===== src/include/tlm_pkg.sv =====
// Package for the toner level monitor: timing constants and state types.
// Assumes a 20 MHz system clock.
package tlm_pkg;
  localparam int unsigned TLM_CLK_HZ = 20000000;
  // Nominal stirring-bar revolution, in milliseconds
  localparam int unsigned TLM_CYCLE_MS = 2630;
  localparam int unsigned TLM_ALARM_CYCLES = 2;
  localparam longint unsigned TLM_CYCLE_CLKS = (longint'(TLM_CYCLE_MS) * TLM_CLK_HZ) / 1000;
  localparam longint unsigned TLM_ALARM_CLKS = TLM_CYCLE_CLKS * TLM_ALARM_CYCLES;
  // Face interval above which a revolution counts as low, in milliseconds
  localparam int unsigned TLM_LOW_MS = 500;
  localparam longint unsigned TLM_LOW_CLKS = (longint'(TLM_LOW_MS) * TLM_CLK_HZ) / 1000;
  localparam int unsigned TLM_CNT_W = 28;
  localparam logic [1:0] TLM_SYNC_RST = 2'h0;
  typedef enum logic [1:0] {
    TLM_ST_AWAY = 2'h0,
    TLM_ST_FACE = 2'h1
  } tlm_state_e;
endpackage


===== src/logic/tlm_monitor.sv =====
// Toner level monitor: times magnet facing per revolution, debounces low/full, raises a stuck-sensor alarm.
// Assumes sensor_i and motor_run_i are asynchronous pins; single clock, synchronous reset.
//
// Behaviour
// - Long facing interval is low, short is full
// - Set toner low after two low revolutions
// - Clear toner low after two full revolutions
// - Alarm after two sensor cycles without change
// - Freeze all evaluation while drum motor stopped
`timescale 1ns/100ps
module tlm_monitor
  import tlm_pkg::*;
#(
  parameter logic [TLM_CNT_W-1:0] LOW_CLKS = TLM_CNT_W'(TLM_LOW_CLKS),
  parameter logic [TLM_CNT_W-1:0] ALARM_CLKS = TLM_CNT_W'(TLM_ALARM_CLKS)
) (
  input wire logic clk_i,
  input wire logic reset_i,
  input wire logic sensor_i,
  input wire logic motor_run_i,
  output logic toner_low_o,
  output logic sensor_alarm_o,
  output logic rev_done_o,
  output logic rev_low_o
);
  // Pin order inside the synchroniser vector
  localparam int unsigned PIN_N = 2;
  localparam int unsigned PIN_SENS = 0;
  localparam int unsigned PIN_RUN = 1;

  // Pins and their synchronised copies
  logic [PIN_N-1:0] pin_async;
  logic [PIN_N-1:0] pin_sync;
  logic sens;
  logic run;

  // Edge detection
  logic sens_prev_reg, sens_prev_next;
  logic edge_seen;

  // Stuck-sensor alarm
  logic [TLM_CNT_W-1:0] idle_cnt_reg, idle_cnt_next;
  logic alarm_reg, alarm_next;
  logic idle_limit;

  // Facing interval per revolution
  tlm_state_e state_reg, state_next;
  logic [TLM_CNT_W-1:0] face_cnt_reg, face_cnt_next;
  logic done_reg, done_next;
  logic rlow_reg, rlow_next;
  logic rev_end;
  logic rev_low;

  // Two-in-a-row status filter
  logic last_low_reg, last_low_next;
  logic have_last_reg, have_last_next;
  logic low_reg, low_next;
  logic two_low;
  logic two_full;

  // Bit PIN_SENS is the sensor, bit PIN_RUN the motor
  assign pin_async = {motor_run_i, sensor_i};

  // Two flops per pin; the first stage is read only by the second
  // Costs two cycles of latency on every sensor and motor change
  for (genvar g = 0; g < PIN_N; g++) begin : g_sync
    logic [1:0] sync_reg;
    logic [1:0] sync_next;

    always_comb begin
      sync_next = {sync_reg[0], pin_async[g]};
    end

    always_ff @(posedge clk_i) begin
      if (reset_i) begin
        sync_reg <= TLM_SYNC_RST;
      end else begin
        sync_reg <= sync_next;
      end
    end

    assign pin_sync[g] = sync_reg[1];
  end

  assign sens = pin_sync[PIN_SENS];
  assign run = pin_sync[PIN_RUN];

  // Previous level follows even while stopped, so edges during a stop are dropped
  always_comb begin
    sens_prev_next = sens;
  end

  always_ff @(posedge clk_i) begin
    if (reset_i) begin
      sens_prev_reg <= 1'b0;
    end else begin
      sens_prev_reg <= sens_prev_next;
    end
  end

  assign edge_seen = sens ^ sens_prev_reg;

  // Alarm shows ALARM_CLKS + 1 cycles after the last synced change
  assign idle_limit = idle_cnt_reg >= ALARM_CLKS - 1'b1;

  always_comb begin
    idle_cnt_next = idle_cnt_reg;
    alarm_next = alarm_reg;
    if (run) begin
      // Any change restarts the timing and drops the alarm
      if (edge_seen) begin
        idle_cnt_next = '0;
        alarm_next = 1'b0;
      end else if (idle_limit) begin
        // Counter parks at the limit instead of wrapping
        alarm_next = 1'b1;
      end else begin
        idle_cnt_next = idle_cnt_reg + 1'b1;
      end
    end
  end

  // Counters are frozen, not cleared, while the motor is stopped
  always_ff @(posedge clk_i) begin
    if (reset_i) begin
      idle_cnt_reg <= '0;
      alarm_reg <= 1'b0;
    end else begin
      idle_cnt_reg <= idle_cnt_next;
      alarm_reg <= alarm_next;
    end
  end

  // Strictly greater: an interval equal to the threshold reads full
  assign rev_low = face_cnt_reg > LOW_CLKS;
  // Revolution ends on the synced falling level while facing
  assign rev_end = run && (state_reg == TLM_ST_FACE) && !sens;

  always_comb begin
    state_next = state_reg;
    face_cnt_next = face_cnt_reg;
    done_next = 1'b0;
    rlow_next = rlow_reg;
    if (run) begin
      case (state_reg)
        TLM_ST_AWAY: begin
          if (sens) begin
            state_next = TLM_ST_FACE;
            face_cnt_next = '0;
          end
        end
        TLM_ST_FACE: begin
          if (!sens) begin
            state_next = TLM_ST_AWAY;
            done_next = 1'b1;
            rlow_next = rev_low;
          end else if (face_cnt_reg != '1) begin
            // Saturate so a stuck magnet still reads long
            face_cnt_next = face_cnt_reg + 1'b1;
          end
        end
        default: begin
          state_next = TLM_ST_AWAY;
        end
      endcase
    end
  end

  always_ff @(posedge clk_i) begin
    if (reset_i) begin
      state_reg <= TLM_ST_AWAY;
      face_cnt_reg <= '0;
      done_reg <= 1'b0;
      rlow_reg <= 1'b0;
    end else begin
      state_reg <= state_next;
      face_cnt_reg <= face_cnt_next;
      done_reg <= done_next;
      rlow_reg <= rlow_next;
    end
  end

  assign two_low = have_last_reg && last_low_reg && rev_low;
  assign two_full = have_last_reg && !last_low_reg && !rev_low;

  always_comb begin
    last_low_next = last_low_reg;
    have_last_next = have_last_reg;
    low_next = low_reg;
    if (rev_end) begin
      last_low_next = rev_low;
      have_last_next = 1'b1;
      // First revolution after reset only seeds the history
      if (two_low) begin
        low_next = 1'b1;
      end else if (two_full) begin
        low_next = 1'b0;
      end
    end
  end

  // History survives a stop so a pair may span it
  always_ff @(posedge clk_i) begin
    if (reset_i) begin
      last_low_reg <= 1'b0;
      have_last_reg <= 1'b0;
      low_reg <= 1'b0;
    end else begin
      last_low_reg <= last_low_next;
      have_last_reg <= have_last_next;
      low_reg <= low_next;
    end
  end

  // All outputs straight from flops
  assign toner_low_o = low_reg;
  assign sensor_alarm_o = alarm_reg;
  assign rev_done_o = done_reg;
  assign rev_low_o = rlow_reg;

endmodule


===== config.mk =====
export PLATFORM = sky130hd
export DESIGN_NAME = tlm_monitor
export DESIGN_NICKNAME = d
export VERILOG_FILES = /design/src/include/tlm_pkg.sv /design/src/logic/tlm_monitor.sv
export SDC_FILE = /design/constraint.sdc
export NUM_CORES = 1
export LEC_CHECK = 0
export BUFFER_PORTS_ARGS = -buffer_cell sky130_fd_sc_hd__buf_2
export CORE_MARGIN = 2
export CORE_UTILIZATION = 52
export CTS_CLUSTER_DIAMETER = 150
export CTS_CLUSTER_SIZE = 28
export DETAILED_ROUTE_END_ITERATION = 7
export GPL_TIMING_DRIVEN = 0
export PLACE_DENSITY = 0.74
export SYNTH_ARGS = -nofsm -noshare
export SYNTH_HDL_FRONTEND = slang
export SYNTH_SLANG_ARGS = --single-unit

===== constraint.sdc =====
create_clock -name clk_i -period 3.01 [get_ports clk_i]
set_input_delay 0.1505 -clock clk_i [delete_from_list [all_inputs] [get_ports clk_i]]
set_output_delay 0.1505 -clock clk_i [all_outputs]
set_load 0.01 [all_outputs]

==> metrics <==
count of final hold-check violations=0; period utilisation layout=between 80 and 90%; FF/Latch Area=about 1400 sq um; nets@finish=426; router iterations before antenna repair=4; num ports=8; routed vias=2925; Setup crit start kind=flip-flop; Clock Path Buffers=2; Synth cell types=53; XOR/XNOR share of the synthesized area=8.29%; clk_lat worst skew=approximately 0.34 ns; Sink Count=around 70; H-tree levels=3; core box area=around 6300 sq um; largest family of logic cells by synthesized area=simple AND/OR/NAND/NOR gates; Antenna Diode Count=0; Post-CTS Resized=0; initial core utilization=a little over half; DRT Wirelength=a little under 7 mm; fin crit period=around 2.6 ns; synthesized cell area=3380 sq um; slowest CP cell=o21bai_1; Hold Path Class=primary input to flip-flop; Req. time, crit path=roughly 3.2 ns; Mapped Nets=between 400 and 500; leading cell type in the layout, fill and taps excluded=dfxtp_1; Final Wtd Congestion=0.816; die height=~85 microns; mux cell area share after synthesis=0.296%; GRT Total Usage=about a fifth; row count=29; Core Util, Final=58.5%; area share of and/or/nand/nor cells after synthesis=roughly 34%; commonest cells after routing, fill and taps aside=dfxtp_1 (68), nor2_1 (48), nand2_1 (28); Synth top area share=between 40% and 50%; Setup crit end kind=flip-flop; Overflow after GRT=0; dpl hpwl=between 4 and 5 mm; Final Max Slew Viols=0; Fin Hold WS=between 0.02 and 0.025 ns; peak supply drop=0.275 mV; Seq/Total Area, Yosys=about 40%; Syn-to-layout area delta=9.33%; vias per cell=a little under 6; Adder-Cell Fraction of Synth Area=about 1.9%; CP Class=flip-flop to flip-flop; total CTS buffers=9; Yosys Warn Count=0; PwrDens=451 nW/um^2; DRC Markers=0; Slew @ Worst Pin=roughly 0.81 ns; syn_area_per_cell=~8.5 sq um; Post-Syn Instances=~400; setup repair bufs after CTS=0; Crit path max-delay family=buffers and inverters; post-place setup slack=roughly 0.41 ns; Synth Register Bits=~70; hold buffer count at CTS=0; Setup Skew=slightly below 0.006 ns; run status=complete, no violations; max_slew headroom=about 46%; antenna violations before repair=0; CP Data Arrival Time=2.81 ns; leakage power total=about 1.2 nW; fmax=~0.38 GHz; per-cell routed wire length=~14 microns; multi-input logic area=~1900 sq um; largest net degree at the start of global routing=12; PortBufs=7; worst-path fanout max=10; clock-pin slew on the worst setup and hold paths=0.07 ns; fin worst setup slack=0.410 ns; largest cells by area after synthesis=dfxtp_1 (40%), nor2_1 (5.3%), xor2_1 (4.7%), a21oi_1 (4.0%), nand3_1 (4.0%); CP Buf/Inv Count=3; max-cap violation count=0; Compound-Gate Fraction of Synth Area=about an eighth; Initial DRC Count=~190; Fillers=590; Antenna Nets Post-Route=0; crit-path max cell delay=approximately 0.66 ns; Die ar.=about 7200 sq um; critical path, cell by cell=inv_1 -> ha_1 -> or3b_1 -> buf_2 -> o21bai_1 -> clkbuf_1 -> nor2_1; root buf cell=clkbuf_8; RSZ-0062 raised after global routing=false; CTS tree=built; setup tns final=0 ns; final setup vio count=0; Yosys top cell by area=dfxtp_1; global-route wire length before repair=11.9 mm; Die Wd=84.6 microns; number of global-route vias before repair=2662; share of cells above drive strength 1=9.48%
## Yosys cell counts (all sizes together)
cell type and number:
a211o 1, a21o 1, a21oi 28, a221oi 1
a31oi 2, a41oi 1, and2 3, and3 10
and4 8, and4b 1, buf 6, clkbuf 5
dfxtp 68, ha 5, inv 10, mux2i 1
nand2 28, nand2b 1, nand3 27, nand4 22
nand4bb 1, nor2 48, nor2b 4, nor3 10
nor4 10, nor4b 1, nor4bb 2, o2111ai 1
o211ai 2, o21a 1, o21ai 23, o21bai 1
o221ai 1, o22ai 1, o311a 1, o31a 1
o31ai 2, or3 20, or3b 1, or4 7
xnor2 14, xor2 18
## report_power, final
| group | switching, W | internal, W | leakage, nW |
|---|---|---|---|
| sequential | 0.00000330 | 0.000903 | 0.549 |
| combinational | 0.0000291 | 0.0000107 | 0.597 |
| clock | 0.000339 | 0.000379 | 0.0931 |
| total | 0.000372 | 0.00129 | 1.24 |
## final timing paths
kind / cells past startpoint / endpoint / slack [ns] / from
setup / recovery: 7 / face_cnt_reg[6] / 0.41 / state_reg[0]
hold / removal: 2 / g_sync[1].sync_reg[0] / 0.02 / motor_run_i
setup reg to reg: 7 / face_cnt_reg[6] / 0.41 / state_reg[0]
hold reg to reg: 1 / g_sync[0].sync_reg[1] / 0.45 / g_sync[0].sync_reg[0]
## cells by family (layout without fill, tap and decap cells)
logic type,count (synthesis),after routing
AOI/OAI and AO/OA,68,68
xor gates and xnor gates,32,32
adders and majority gates,5,5
buffers and inverters,21,44
DFF,68,68
muxes,1,1
and+or+nand+nor,204,204
## final cells by class
type / count / area share (%)
Buffer: 11 / 1.76
Tap cell: 77 / 2.61
Sequential cell: 68 / 36.8
Clock inverter: 5 / 1.42
Timing Repair Buffer: 7 / 0.948
Multi-Input combinational cell: 310 / 51.8
Inverter: 10 / 1.02
Clock buffer: 11 / 3.56
## per-layer routing
metal  track usage, %  vias to the layer above  part of all wire [%]
met2             33.0                       34                    46
met5                0                        -                     0
met3             4.72                       13                   3.2
li1                 -                     1492                     -
met1             26.6                     1386                    49
met4             7.22                        0                   1.4
## through the flow
step	cells	power (W)	instance area [sq um]
6_report	499	0.00167	3690
5_1_grt	499	0.00173	3690
4_1_cts	499	0.00168	3690
3_5_place_dp	483	0.000967	3510
3_3_place_gp	483	0.000967	3510
2_1_floorplan	399	0.000954	3380
(Power assumes the default switching activity.)
